`src/rtl/timeout_report_pkg.sv`:
```
// Notes on behaviour
// - posted severity bits 1:0, reset nonfatal
// - non-posted severity bits 3:2, reset none
// - completion severity bits 5:4, upper bits zero
// - report only on status rising edge
// - severity codes none, cor, nonfatal, fatal
// - posted discard counter bits 7:0
// - non-posted discard counter bits 15:8
// - counters saturate, sticky, reset zero
// - reading counters clears them
// - enable bit drops TLPs waiting too long
package timeout_report_pkg;
	localparam int addr_width = 12;
	localparam logic [11:0] control_offset = 12'h4E8;
	localparam logic [11:0] count_offset = 12'h4EC;
	localparam logic [11:0] enable_offset = 12'h4E4;
	localparam logic [11:0] status_offset = 12'h4F0;
	localparam logic [11:0] irq_enable_offset = 12'h4F4;
	localparam logic [11:0] irq_clear_offset = 12'h4F8;
	localparam logic [11:0] limit_offset = 12'h4FC;
	localparam int posted_sev_lsb = 0;
	localparam int nonposted_sev_lsb = 2;
	localparam int completion_sev_lsb = 4;
	localparam int posted_cnt_lsb = 0;
	localparam int nonposted_cnt_lsb = 8;
	localparam int completion_cnt_lsb = 16;
	localparam logic [5:0] control_reset = 6'h02;
	localparam logic enable_reset = 1'h1;
	localparam logic [15:0] limit_reset = 16'h0FA0;
	localparam int num_class = 3;
	localparam logic [1:0] sev_none = 2'h0;
	localparam logic [1:0] sev_cor = 2'h1;
	localparam logic [1:0] sev_nonfatal = 2'h2;
	localparam logic [1:0] sev_fatal = 2'h3;
	localparam logic [1:0] resp_okay = 2'h0;
	localparam logic [1:0] resp_slverr = 2'h2;
endpackage

```
`src/rtl/timeout_report_count.sv`:
```
`timescale 1ns/100ps
// Time-out discard, status, reporting and counting for one switch port
module timeout_report_count (
	input wire logic mclk,
	input wire logic resetn,
	input wire logic [timeout_report_pkg::num_class-1:0] head_valid,
	input wire logic [timeout_report_pkg::num_class-1:0] head_taken,
	output logic [timeout_report_pkg::num_class-1:0] discard,
	output logic msg_valid,
	output logic [1:0] msg_severity,
	output logic irq,
	input wire logic [11:0] s_axi_awaddr,
	input wire logic s_axi_awvalid,
	output logic s_axi_awready,
	input wire logic [31:0] s_axi_wdata,
	input wire logic [3:0] s_axi_wstrb,
	input wire logic s_axi_wvalid,
	output logic s_axi_wready,
	output logic [1:0] s_axi_bresp,
	output logic s_axi_bvalid,
	input wire logic s_axi_bready,
	input wire logic [11:0] s_axi_araddr,
	input wire logic s_axi_arvalid,
	output logic s_axi_arready,
	output logic [31:0] s_axi_rdata,
	output logic [1:0] s_axi_rresp,
	output logic s_axi_rvalid,
	input wire logic s_axi_rready
);
	import timeout_report_pkg::*;

	typedef struct packed {
		// Configuration; sticky, loaded with its reset values only by resetn
		logic [5:0] severity;
		logic enable;
		logic [15:0] limit;
		// Event status and the reports still owed to the root
		logic [2:0] status;
		logic [2:0] irq_enable;
		logic [2:0] pend;
		logic [1:0] msg_sev;
		logic msg_valid;
		logic irq;
		// Write channel holding registers and response
		logic aw_held;
		logic [11:0] aw_addr;
		logic w_held;
		logic [31:0] w_data;
		logic [3:0] w_strb;
		logic bvalid;
		logic [1:0] bresp;
		// Read channel response
		logic rvalid;
		logic [31:0] rdata;
		logic [1:0] rresp;
		// Ready outputs, registered so no port is combinational
		logic awready;
		logic wready;
		logic arready;
	} port_state_type;
	port_state_type state_reg;
	port_state_type state_next;

	// Per-class timer strobes and the three counter values
	logic [2:0] expire;
	logic [7:0] cnt_posted;
	logic [7:0] cnt_nonposted;
	logic [8:0] cnt_completion;
	logic count_read;

	// One age timer per class; expiry drops the head TLP
	// Enable and limit are shared; each class ages on its own
	genvar gi;
	generate
		for (gi = 0; gi < num_class; gi++) begin : g_timer
			class_timer u_timer (
				.mclk(mclk),
				.resetn(resetn),
				.head_valid(head_valid[gi]),
				.head_taken(head_taken[gi]),
				.enable(state_reg.enable),
				.limit(state_reg.limit),
				.expire(expire[gi])
			);
		end
	endgenerate

	// Read of the count register clears all three fields at once.
	// Clearing on the edge that latches the read data means
	// nothing counted between capture and clear is lost.
	assign count_read = s_axi_arvalid && !state_reg.rvalid &&
		s_axi_araddr[11:2] == count_offset[11:2];

	// Completion field is one bit wider than the other two
	sat_counter #(.width(8)) u_cnt_posted (
		.mclk(mclk),
		.resetn(resetn),
		.incr(expire[0]),
		.clear(count_read),
		.value(cnt_posted)
	);
	sat_counter #(.width(8)) u_cnt_nonposted (
		.mclk(mclk),
		.resetn(resetn),
		.incr(expire[1]),
		.clear(count_read),
		.value(cnt_nonposted)
	);
	sat_counter #(.width(9)) u_cnt_completion (
		.mclk(mclk),
		.resetn(resetn),
		.incr(expire[2]),
		.clear(count_read),
		.value(cnt_completion)
	);

	always_comb begin
		logic [2:0] rise;
		logic [2:0] clr;
		logic [1:0] sev;
		logic do_write;
		logic [11:0] waddr;
		logic [31:0] wdata;
		logic [3:0] wstrb;

		// Working values; none of them outlives the cycle
		rise = '0;
		clr = '0;
		sev = sev_none;
		do_write = 1'b0;
		waddr = '0;
		wdata = '0;
		wstrb = '0;
		state_next = state_reg;

		// Write channel capture; address and data in either order
		// A held half waits for its partner; the response blocks both
		if (s_axi_awvalid && !state_reg.aw_held && !state_reg.bvalid) begin
			state_next.aw_held = 1'b1;
			state_next.aw_addr = s_axi_awaddr;
		end
		if (s_axi_wvalid && !state_reg.w_held && !state_reg.bvalid) begin
			state_next.w_held = 1'b1;
			state_next.w_data = s_axi_wdata;
			state_next.w_strb = s_axi_wstrb;
		end
		// Both halves in hand: perform the write, raise the response
		if (state_reg.aw_held && state_reg.w_held) begin
			do_write = 1'b1;
			waddr = state_reg.aw_addr;
			wdata = state_reg.w_data;
			wstrb = state_reg.w_strb;
			state_next.aw_held = 1'b0;
			state_next.w_held = 1'b0;
			state_next.bvalid = 1'b1;
			state_next.bresp = resp_okay;
		end
		if (state_reg.bvalid && s_axi_bready) begin
			state_next.bvalid = 1'b0;
		end

		// Register writes; each byte lane is gated by its own strobe
		if (do_write) begin
			case (waddr[11:2])
				control_offset[11:2]: begin
					if (wstrb[0]) begin
						state_next.severity = wdata[5:0];
					end
				end
				enable_offset[11:2]: begin
					if (wstrb[0]) begin
						state_next.enable = wdata[0];
					end
				end
				irq_enable_offset[11:2]: begin
					if (wstrb[0]) begin
						state_next.irq_enable = wdata[2:0];
					end
				end
				irq_clear_offset[11:2]: begin
					if (wstrb[0]) begin
						clr = wdata[2:0];
					end
				end
				limit_offset[11:2]: begin
					// Each byte of the limit has its own strobe
					if (wstrb[0]) begin
						state_next.limit[7:0] = wdata[7:0];
					end
					if (wstrb[1]) begin
						state_next.limit[15:8] = wdata[15:8];
					end
				end
				// Read-only registers accept the write and ignore it
				count_offset[11:2], status_offset[11:2]: begin
				end
				default: begin
					state_next.bresp = resp_slverr;
				end
			endcase
		end

		// Status: a discard wins over a clear in the same cycle
		// The edge test uses the old status, so a held bit stays silent
		rise = expire & ~state_reg.status;
		state_next.status = (state_reg.status & ~clr) | expire;

		// Pending reports; one message per cycle, posted first
		state_next.pend = state_reg.pend | rise;
		state_next.msg_valid = 1'b0;
		// Severity none retires the report without a message
		for (int i = 0; i < num_class; i++) begin
			if (state_reg.pend[i] && !state_next.msg_valid) begin
				sev = state_reg.severity[2*i +: 2];
				state_next.pend[i] = rise[i];
				if (sev != sev_none) begin
					state_next.msg_valid = 1'b1;
					state_next.msg_sev = sev;
				end
			end
		end

		// Interrupt follows the updated status, so a clear drops it at once
		state_next.irq = |(state_next.status & state_reg.irq_enable);

		// Read channel; answer one cycle after the address is taken
		// Unused and reserved bits read as zero
		if (s_axi_arvalid && !state_reg.rvalid) begin
			state_next.rvalid = 1'b1;
			state_next.rresp = resp_okay;
			state_next.rdata = '0;
			case (s_axi_araddr[11:2])
				control_offset[11:2]: begin
					state_next.rdata[5:0] = state_reg.severity;
				end
				count_offset[11:2]: begin
					// Bits 31:25 stay zero from the fill above
					state_next.rdata[7:0] = cnt_posted;
					state_next.rdata[15:8] = cnt_nonposted;
					state_next.rdata[24:16] = cnt_completion;
				end
				enable_offset[11:2]: begin
					state_next.rdata[0] = state_reg.enable;
				end
				status_offset[11:2]: begin
					state_next.rdata[2:0] = state_reg.status;
				end
				irq_enable_offset[11:2]: begin
					state_next.rdata[2:0] = state_reg.irq_enable;
				end
				irq_clear_offset[11:2]: begin
				end
				limit_offset[11:2]: begin
					state_next.rdata[15:0] = state_reg.limit;
				end
				default: begin
					state_next.rresp = resp_slverr;
				end
			endcase
		end else if (state_reg.rvalid && s_axi_rready) begin
			state_next.rvalid = 1'b0;
		end

		// Ready flops mirror the holding flags of the next cycle
		state_next.awready = !state_next.aw_held && !state_next.bvalid;
		state_next.wready = !state_next.w_held && !state_next.bvalid;
		state_next.arready = !state_next.rvalid;
	end

	// Sticky fields reset only on resetn, the fundamental reset
	// Ready flops reset high so a request may start at the first edge
	always_ff @(posedge mclk or negedge resetn) begin
		if (!resetn) begin
			state_reg <= '0;
			state_reg.severity <= control_reset;
			state_reg.enable <= enable_reset;
			state_reg.limit <= limit_reset;
			state_reg.awready <= 1'b1;
			state_reg.wready <= 1'b1;
			state_reg.arready <= 1'b1;
		end else begin
			state_reg <= state_next;
		end
	end

	// Discard strobes come straight from the timer flops
	assign discard = expire;
	assign msg_valid = state_reg.msg_valid;
	assign msg_severity = state_reg.msg_sev;
	assign irq = state_reg.irq;

	// Write channel outputs
	assign s_axi_awready = state_reg.awready;
	assign s_axi_wready = state_reg.wready;
	assign s_axi_bvalid = state_reg.bvalid;
	assign s_axi_bresp = state_reg.bresp;

	// Read channel outputs
	assign s_axi_arready = state_reg.arready;
	assign s_axi_rvalid = state_reg.rvalid;
	assign s_axi_rdata = state_reg.rdata;
	assign s_axi_rresp = state_reg.rresp;
endmodule

```
`src/rtl/class_timer.sv`:
```
`timescale 1ns/100ps
// Age timer for the head TLP of one ingress queue class
module class_timer
	import timeout_report_pkg::*;
(
	input wire logic mclk,
	input wire logic resetn,
	input wire logic head_valid,
	input wire logic head_taken,
	input wire logic enable,
	input wire logic [15:0] limit,
	output logic expire
);
	typedef struct packed {
		logic [15:0] age;
		logic expire;
	} timer_state_type;
	timer_state_type state_reg;
	timer_state_type state_next;

	// Age restarts whenever the head leaves; expiry drops the head
	always_comb begin
		state_next = state_reg;
		state_next.expire = 1'b0;
		if (!head_valid || head_taken || state_reg.expire) begin
			state_next.age = 16'h0000;
		end else if (enable && state_reg.age >= limit) begin
			state_next.expire = 1'b1;
		end else if (enable) begin
			state_next.age = state_reg.age + 16'h0001;
		end
	end

	always_ff @(posedge mclk or negedge resetn) begin
		if (!resetn) begin
			state_reg <= '0;
		end else begin
			state_reg <= state_next;
		end
	end

	assign expire = state_reg.expire;
endmodule

```
`src/rtl/sat_counter.sv`:
```
`timescale 1ns/100ps
// Saturating clear-on-read counter; a read clears only what was returned
module sat_counter #(
	parameter int width = 8
) (
	input wire logic mclk,
	input wire logic resetn,
	input wire logic incr,
	input wire logic clear,
	output logic [width-1:0] value
);
	typedef struct packed {
		logic [width-1:0] count;
	} counter_state_type;
	counter_state_type state_reg;
	counter_state_type state_next;

	// Event in the clearing cycle is kept as a count of one
	always_comb begin
		state_next = state_reg;
		if (clear) begin
			state_next.count = incr ? width'(1) : '0;
		end else if (incr && state_reg.count != '1) begin
			state_next.count = state_reg.count + width'(1);
		end
	end

	always_ff @(posedge mclk or negedge resetn) begin
		if (!resetn) begin
			state_reg <= '0;
		end else begin
			state_reg <= state_next;
		end
	end

	assign value = state_reg.count;
endmodule

```
`config.mk`:
```
export PLATFORM = sky130hd
export DESIGN_NAME = timeout_report_count
export DESIGN_NICKNAME = d
export VERILOG_FILES = /design/src/rtl/timeout_report_pkg.sv /design/src/rtl/timeout_report_count.sv /design/src/rtl/class_timer.sv /design/src/rtl/sat_counter.sv
export SDC_FILE = /design/constraint.sdc
export NUM_CORES = 1
export LEC_CHECK = 0
export BUFFER_PORTS_ARGS = -buffer_cell sky130_fd_sc_hd__buf_2
export CAP_MARGIN = 20
export CORE_MARGIN = 2
export CORE_UTILIZATION = 59
export CTS_CLUSTER_DIAMETER = 40
export DETAILED_ROUTE_END_ITERATION = 16
export PLACE_DENSITY_LB_ADDON = 0.3
export SETUP_SLACK_MARGIN = 0.1
export SLEW_MARGIN = 10
export SYNTH_ARGS = -nofsm -noshare
export SYNTH_HDL_FRONTEND = slang
export SYNTH_HIERARCHICAL = 1
export SYNTH_SLANG_ARGS = --single-unit
```
`constraint.sdc`:
```
create_clock -name mclk -period 2.77 [get_ports mclk]
set_clock_uncertainty 0.1 [all_clocks]
set_input_delay 0.1385 -clock mclk [delete_from_list [all_inputs] [get_ports mclk]]
set_output_delay 0.1385 -clock mclk [all_outputs]
set_load 0.1 [all_outputs]
```
Word-level counts from Yosys, hierarchy flattened:

Cells that the tools add are included.

* reduce and logical (&&, ||, !) cells: 58
* multipliers: 0
* divide/modulo/power cells: 0
* shifts and indexed selects: 0
* multiplexer cells: 55
* bitwise gates (word level): 7
* add/sub/neg operators: 6
* magnitude comparators: 3
* eq/ne operators: 20

Operator list (count)
* 2-to-1 mux 16 bit: 10
* == test 10 x 9 -> 1 bit, second input constant: 14
* adder 16 x 1 -> 16 bit, second input constant: 3
* greater-or-equal comparator 16 bit: 3
* 2-to-1 mux 37 bit: 1
* 2-to-1 mux 8 bit: 4
* 2-to-1 mux 3 bit: 9
* 2-to-1 mux 9 bit: 3
* case mux 10 bit (2 select lines): 1
* logical AND 1 bit: 19
* nonzero test 2 bit: 9
* 2-to-1 mux 1 bit: 17
* adder 8 x 1 -> 8 bit, second input constant: 2
* inequality test 8 bit, second input constant: 2
* AND reduction 3 bit: 5
* OR reduction 7 bit: 2
* zero test 1 bit: 13
* 2-to-1 mux 13 bit: 1
* 2-to-1 mux 12 bit: 1
* case mux 2 bit (5 select lines): 1
* adder 9 x 1 -> 9 bit, second input constant: 1
* AND 3 bit: 3
* inequality test 9 bit, second input constant: 1
* case mux 3 bit (3 select lines): 1
* other kinds (9): 23

* RAM bits: 0
* ROM bits: 0
* memories kept: 0
* output and inout bits: 48
* latch bits: 0
* register bits after elaboration: 196

Depth between registers and ports, before layout:

Gate-level depths: netlist of the first run.

* word-level depth: 10
* mapped depth: 9
* depth with buffers taken out: 8

Cells and area by module:

The synthesis of the first run kept the hierarchy.

By module, submodules not included
* timeout_report_count: sequential area each 2491.1 µm², area an instance 4631.9 µm², cells an instance 393, times used 1
* class_timer: sequential area each 425.4 µm², area an instance 1302.5 µm², cells an instance 149, times used 3
* sat_counter (u_cnt_nonposted ...): sequential area each 200.2 µm², area an instance 473.0 µm², cells an instance 47, times used 2
* sat_counter (u_cnt_completion): sequential area each 225.2 µm², area an instance 466.7 µm², cells an instance 46, times used 1

Worst setup path before layout of the first run:

Ideal clock, no wire load.

* kind: reg2reg
* from: reg, netlist name state_reg[115]
* to: reg g_timer[0].u_timer/state_reg[14] (netlist name)
* library setup time: 0.078 ns
* clock period less this slack: 2.419 ns
* required time: 2.592 ns
* arrival time: 2.241 ns
* setup slack: 0.351 ns
* cell stages (with the launch flop): 9
* path through: dfstp_2 -> inv_1 -> ha_1 -> a21oi_1 -> o221ai_1 -> a211oi_4 -> nand2_4 -> or4_1 -> a21oi_1

* word-level cells in the longest chain between the ends: 4

RTL lines
* greater-or-equal comparator 16 bit: RTL line class_timer.sv:27 `end else if (enable && state_reg.age >= limit) begin`
* logical AND 1 bit: RTL line class_timer.sv:27
* inequality test 2 x 1 -> 1 bit (no line)
* AND reduction 2 bit (no line)
* end signal: assignment: RTL line class_timer.sv:38 `state_reg <= state_next;`
* end: declaration: RTL line class_timer.sv:18 `timer_state_type state_reg;`

Every way passes these cells.
A chain may end at the register's enable or synchronous reset.

Final worst setup path of the first run:

* from: reg, netlist name state_reg[115]
* to: reg g_timer[1].u_timer/state_reg[11] (netlist name)

* word-level cells in the longest chain between the ends: 4

RTL lines (RTL line)
* greater-or-equal comparator 16 bit: class_timer.sv:27
* logical AND 1 bit: class_timer.sv:27
* inequality test 2 x 1 -> 1 bit (no line)
* AND reduction 2 bit (no line)
* end signal: assignment: class_timer.sv:38
* end: declaration: class_timer.sv:18

Every way passes these cells.

==> results of run 1 <==
## metal layers
| layer | up-vias | wire length (um) |
|---|---|---|
| met5 | - | 0 |
| met4 | 0 | 333 |
| met3 | 25 | 1310 |
| met2 | 268 | 11400 |
| met1 | 3910 | 10700 |
| li1 | 3755 | - |
## through the flow
| step | cells | utilization, % | setup WS [ps] |
|---|---|---|---|
| 5_1_grt | 1339 | 70.9 | 55.4 |
| 4_1_cts | 1327 | 69.5 | 111 |
| 2_1_floorplan | 987 | - | 351 |
| 3_3_place_gp | 1252 | 63.3 | 140 |
| 3_5_place_dp | 1252 | 63.3 | 59.3 |
| 6_report | 1339 | 70.9 | 154 |
## cells by family after synthesis
| kind of cell | share of synthesized area (%) |
|---|---|
| buffers and inverters | 7.46 |
| XOR/XNOR | 1.41 |
| AND/OR/NAND/NOR | 18.3 |
| other | 0.0377 |
| adder cells (fa/ha/maj) | 6.91 |
| multiplexers | 6.94 |
| AO/OA/AOI/OAI | 14.8 |
| flip-flops | 44.1 |
## power by group
| part | leakage [nW] | total [W] | switching [W] | internal [W] |
|---|---|---|---|---|
| logic | 2.73 | 0.00126 | 0.000767 | 0.000488 |
| registers | 2.22 | 0.00312 | 0.000275 | 0.00285 |
| clock network | 0.280 | 0.00239 | 0.00109 | 0.00130 |
## cell type report
class / instances / area, um^2 / area share [%]
Sequential cell: 175 / 4400 / 37.5
Clock buffer: 19 / 443 / 3.78
Tap cell: 220 / 275 / 2.35
Inverter: 82 / 308 / 2.63
Multi-Input combinational cell: 663 / 4970 / 42.4
Timing Repair Buffer: 167 / 1170 / 10.0
Clock inverter: 13 / 146 / 1.25
## cells in the mapped netlist, types with 4 or more instances
cell	count	area [um^2]
a211oi_1	9	67.6
a21o_1	4	30.0
a21oi_1	51	255
a221o_1	12	120
a22o_1	11	96.3
a41oi_1	5	43.8
and2_1	16	100
and3_1	25	156
and4_1	4	35.0
buf_2	11	55.1
buf_4	41	308
clkbuf_1	13	48.8
dfrtp_1	164	4100
dfstp_2	11	289
ha_1	55	688
inv_1	82	308
mux2_2	40	450
mux2i_1	24	240
nand2_1	68	255
nand2b_1	15	93.8
nand3_1	27	135
nand3b_1	4	30.0
nand4_1	24	150
nor2_1	41	154
nor2b_1	5	31.3
nor3_1	13	65.1
nor3b_1	4	30.0
o211ai_1	8	60.1
o21ai_0	58	290
o31ai_1	9	67.6
or3_1	25	156
or4_1	10	75.1
xnor2_1	4	35.0
xor2_1	12	105
## layout by cell type (no fill, tap or decap), drive strengths merged, types with 19 or more instances in the layout
| cell type | instances |
|---|---|
| a21oi | 51 |
| and3 | 25 |
| buf | 135 |
| clkbuf | 19 |
| dfrtp | 164 |
| dlygate4sd3 | 32 |
| ha | 55 |
| inv | 89 |
| mux2 | 40 |
| mux2i | 24 |
| nand2 | 71 |
| nand3 | 28 |
| nand4 | 28 |
| nor2 | 42 |
| o21ai | 61 |
| or3 | 26 |
## how the worst min path moves through the flow
stage,slack [ps],from,end,cells after the start
CTS,50,head_valid[2],g_timer[2].u_timer/state_reg[15],4
finish,60,head_valid[2],g_timer[2].u_timer/state_reg[15],4
global placement,80,resetn,g_timer[0].u_timer/state_reg[12],1
floorplan,-260,resetn,asynchronous set/reset pin,0
detailed placement,80,resetn,g_timer[0].u_timer/state_reg[15],1
global route,60,head_valid[2],g_timer[2].u_timer/state_reg[15],4
## timing repair
| action | 4_1_cts | 5_1_grt |
|---|---|---|
| endpoints found under the hold margin | 94 | 0 |
| setup buffers | 11 | 12 |
| pin swaps | 5 | 11 |
| hold buffers | 32 | 0 |
| resized for setup | 2 | 22 |
| endpoints found under the setup margin | 7 | 28 |
## worst max-delay path, delay by kind of cell (launching register included)
family / cells / cell delay (ps)
flops: 1 / 620
compound gates: 3 / 650
simple gates: 3 / 660
buf+inv: 2 / 220
fa+ha+maj: 1 / 300
==> flow_summary.yaml, run 1 <==
status:
  status: "finished clean"
floorplan:
  start_util_pct: 60.2
  rows: 47
  core_area_um2: 16500
  die_area_um2: 17900
  io_pins: 121
  die_w_um: 134
  dieHeight_um: 134
finish:
  n_fill_cell: 1200
  finalNetCount: 1234
  diodes: 0
  design_area_um2: 11700
  layout-drive-gt1-share_pct: 24.9
  area_growth_pct: 17.7
  largest_reg_flops: 62
routing:
  via_per_inst: 5.94
  drc: 0
  ant_nets: 0
  num_vias: 7958
  drtIter0Drc: 497
  wl_um: 23700
  wl_per_cell_um: 17.7
  drt_first_pass_iters: 4
power_and_ir_drop:
  ir_drop_mv: 0.706
  total_power_w: 0.00677
  p_leak_nw: 5.23
  power_density_nw_per_um2: 578
critical_path:
  cp-startpoint: "state_reg[115]"
  worstSetupEndpointType: "register"
  critical_path.max_fanout: 6
  crit_arrival_ps: 2870
  r2r_slack_ps: 150
  r2r_start: "state_reg[115]"
  regToRegEndpoint: "g_timer[1].u_timer/state_reg[11]"
  worstSetupPathType: "reg -> reg"
  critPathCapture: "g_timer[1].u_timer/state_reg[11]"
  crit_chain: "inv_1 > ha_1 > a21oi_1 > o221ai_2 > a211oi_4 > nand2_4 > buf_12 > or4_1 > nand2_1"
  slowest_delay_ps: 620
  reg2regPathDepth: 9
  cp-start-kind: "register"
  worstPathRequired_ps: 3030
  slowest_stage: "dfstp_2"
placement:
  place_congestion: 0.883
  io_buffers: 90
  dp_hpwl_um: 15600
  place_area_um2: 10500
global_routing:
  gr-usage-met1_pct: 36.6
  gr-usage-met3_pct: 5.18
  antenna_found_initial: 0
  grt_overflow: 0
  grt_start_max_net_pins: 66
  busiest_layer: "met2"
  grtUsageMet2_pct: 44.6
  grt_pass1_wl_um: 38600
  grtUsageTotal_pct: 26.9
  first_global_vias: 7658
synth:
  synth_edf_count: 0
  postSynth.asyncResetShare_pct: 100
  ys_warn_count: 6
  ys.flop_type: "dfrtp_1"
  syn_area_per_cell_um2: 10.2
  netlist_instances: 980
  synth_cell_types: 74
  ys_ff_latch: 175
  synthesis.area_um2: 9950
  yosysSeqAreaShare_pct: 44.1
sta:
  slew_viol_final: 0
  whs_ps: 60.0
  tightestPinTransition_ps: 637
  rsz0062_at_grt: "false"
  hold_viol: 0
  fin_crit_ps: 2620
  max_freq_mhz: 382
  tns_ps: 0
  setup_violations: 0
  timing.final.crit_share_pct: 94.4
  relSlewSlack_pct: 57.5
clock_tree:
  cts_made_buffers: 17
  clock-sinks: 175
  root_buffer: "clkbuf_16"
  cts_tree: "done"
  clkLatencyLatePin_ps: 430
  clockBufferDepth: 2
  cts_max_level: 4
  cts.clk_slew.worst_paths_ps: 70
hold_path:
  holdCritPathClass: "in -> reg"
run:
  cap_violations: 0
Power figures use the tool's default switching activity.
==> run 2, diff against run 1 <==
--- a/config.mk
+++ b/config.mk
@@ -12,6 +12,7 @@
 export CTS_CLUSTER_DIAMETER = 40
 export DETAILED_ROUTE_END_ITERATION = 16
 export PLACE_DENSITY_LB_ADDON = 0.3
+export REMOVE_ABC_BUFFERS = 1
 export SETUP_SLACK_MARGIN = 0.1
 export SLEW_MARGIN = 10
 export SYNTH_ARGS = -nofsm -noshare
==> run 2 against run 1 <==
Core utilization decreased by 0.26 points; sequential power about the same; sequential share of layout area increased by 0.12 points; first-iteration DRC count increased by 37%; final cell count unchanged; fmax decreased by 0.86%; worst hold slack got worse by 26 ps; combinational power about the same; largest power group unchanged.
==> flow_summary.yaml, run 2 (synthesis results as in run 1) <==
status:
  status: "finished clean"
placement:
  place_congestion: 0.886
  io_buffers: 90
  dp_hpwl_um: 16100
  placed_cells: 1255
global_routing:
  grtUsageTotal_pct: 26.7
  grt_start_max_net_pins: 59
  grt_overflow: 0
  first_global_vias: 7554
  grt_pass1_wl_um: 38000
  antenna_found_initial: 0
critical_path:
  crit_chain: "inv_1 > ha_4 > a41oi_2 > o21ai_2 > a211oi_4 > nand2_4 > or4_1 > a21oi_1"
  worst-path-buf-inv: 1
  slowest_stage: "dfstp_2"
  worstPathRequired_ps: 3020
  critical-path-top-delay-family: "compound AO/OA/AOI/OAI gates"
  r2r_start: "state_reg[111]"
  cp-start-kind: "register"
  worstSetupEndpointType: "register"
  critical_path.max_fanout: 6
  crit_arrival_ps: 2890
  slowest_delay_ps: 610
  cp-startpoint: "state_reg[111]"
  worstSetupPathType: "reg -> reg"
floorplan:
  dieHeight_um: 134
  rows: 47
  start_util_pct: 60.2
  io_pins: 121
  die_w_um: 134
  core_area_um2: 16500
  die_area_um2: 17900
routing:
  drc: 0
  num_vias: 7979
  wl_um: 23500
  via_per_inst: 5.96
  wl_per_cell_um: 17.6
  drtIter0Drc: 683
  drt_first_pass_iters: 5
  ant_nets: 0
finish:
  diodes: 0
  layout_commonest_cell: "dfrtp_1"
  final_util_pct: 70.6
  final_cell_mix: "dfrtp_1 (162), buf_2 (89), inv_1 (82)"
  largest_reg_flops: 62
  area_growth_pct: 17.3
  layout-drive-gt1-share_pct: 24.8
  finalNetCount: 1234
  instances_no_fill: 1339
  n_fill_cell: 1209
power_and_ir_drop:
  total_power_w: 0.00678
  pwr-share-clk_pct: 35.5
  p_seq_share_pct: 45.9
  power.switching_w: 0.00215
  sw_frac_of_total_pct: 31.7
  p_leak_nw: 5.23
  ir_drop_mv: 0.581
  power.internal_w: 0.00462
  power_frac_comb_pct: 18.6
  power_density_nw_per_um2: 581
sta:
  tightestPinTransition_ps: 660
  tns_ps: 0
  hold_viol: 0
  slew_viol_final: 0
  whs_ps: 34.1
  max_freq_mhz: 379
  fin_crit_ps: 2640
  rsz0062_at_grt: "true"
  setup_violations: 0
  timing.final.crit_share_pct: 95.2
  relSlewSlack_pct: 55.8
clock_tree:
  cts_max_level: 4
  cts.clk_slew.worst_paths_ps: 70
  clock-sinks: 175
  cts_made_buffers: 17
  root_buffer: "clkbuf_16"
  clkLatencyLatePin_ps: 440
  cts_tree: "done"
  clockBufferDepth: 2
run:
  cap_violations: 0
hold_path:
  holdCritPathClass: "in -> reg"
  min-delay-start: "head_valid[0]"
-- run 2: cell count changes in the layout (fill, tap and decap cells not counted), sizes merged --
| cell | before | now |
|---|---|---|
| inv | 89 | 91 |
| clkinvlp | 3 | 1 |
| clkinv | 2 | 4 |
| clkbuf | 19 | 17 |
-- run 2: metal layers --
metal  wire [um]  vias to the layer above  GRT usage, %
met5           0                        -             0
met3        1180                       36          4.20
met1       10600                     3956          37.6
met4         459                        0          8.81
li1            -                     3756             -
met2       11300                      231          42.5
-- run 2: worst paths after layout --
check	endpoint	slack, ps	cells after the start
worst min register to register	s_axi_bresp[0]	390	1
min in group asynchronous	g_timer[1].u_timer/state_reg[16]	150	2
worst max register to register	g_timer[2].u_timer/state_reg[14]	130	8
worst min-delay path	g_timer[0].u_timer/state_reg[15]	30	4
max in group asynchronous	state_reg[117]	1660	3
worst max-delay path	g_timer[2].u_timer/state_reg[14]	130	8
-- run 2: layout make-up --
class	instances	area, um^2	area share (%)
timing repair buffer	167	1140	9.77
inverter	82	308	2.64
clock inverter	15	168	1.44
sequential	175	4400	37.7
multi-input combinational	663	4960	42.5
tap	220	275	2.36
clock buffer	17	425	3.65
-- run 2: metrics by stage --
step | cell area [um^2] | setup WS [ps]
floorplan | 9540 | -1710
global placement | 10500 | 95.8
detailed placement | 10500 | 59.0
CTS | 11500 | 104
global route | 11700 | 67.6
finish | 11700 | 132
-- run 2: tightest hold or removal path: cells and delay by family --
kind,cells,cell delay (ps)
buffers and inverters,1,100
muxes,1,50
and+or+nand+nor,2,240
-- run 2: what timing repair did --
item,4_1_cts,5_1_grt
hold buffers,32,0
gates resized for setup,1,19
endpoints found under the hold margin,99,0
setup endpoints to repair,10,25
pin swaps,3,14
setup buffers,7,13
-- run 2: power by group through the flow --
stage / clock, W / combinational [W] / sequential [W]
floorplan: 0 / 0.000655 / 0.00330
global placement: 0 / 0.00117 / 0.00314
detailed placement: 0 / 0.00121 / 0.00315
CTS: 0.00245 / 0.00124 / 0.00310
global route: 0.00254 / 0.00135 / 0.00314
finish: 0.00240 / 0.00126 / 0.00311
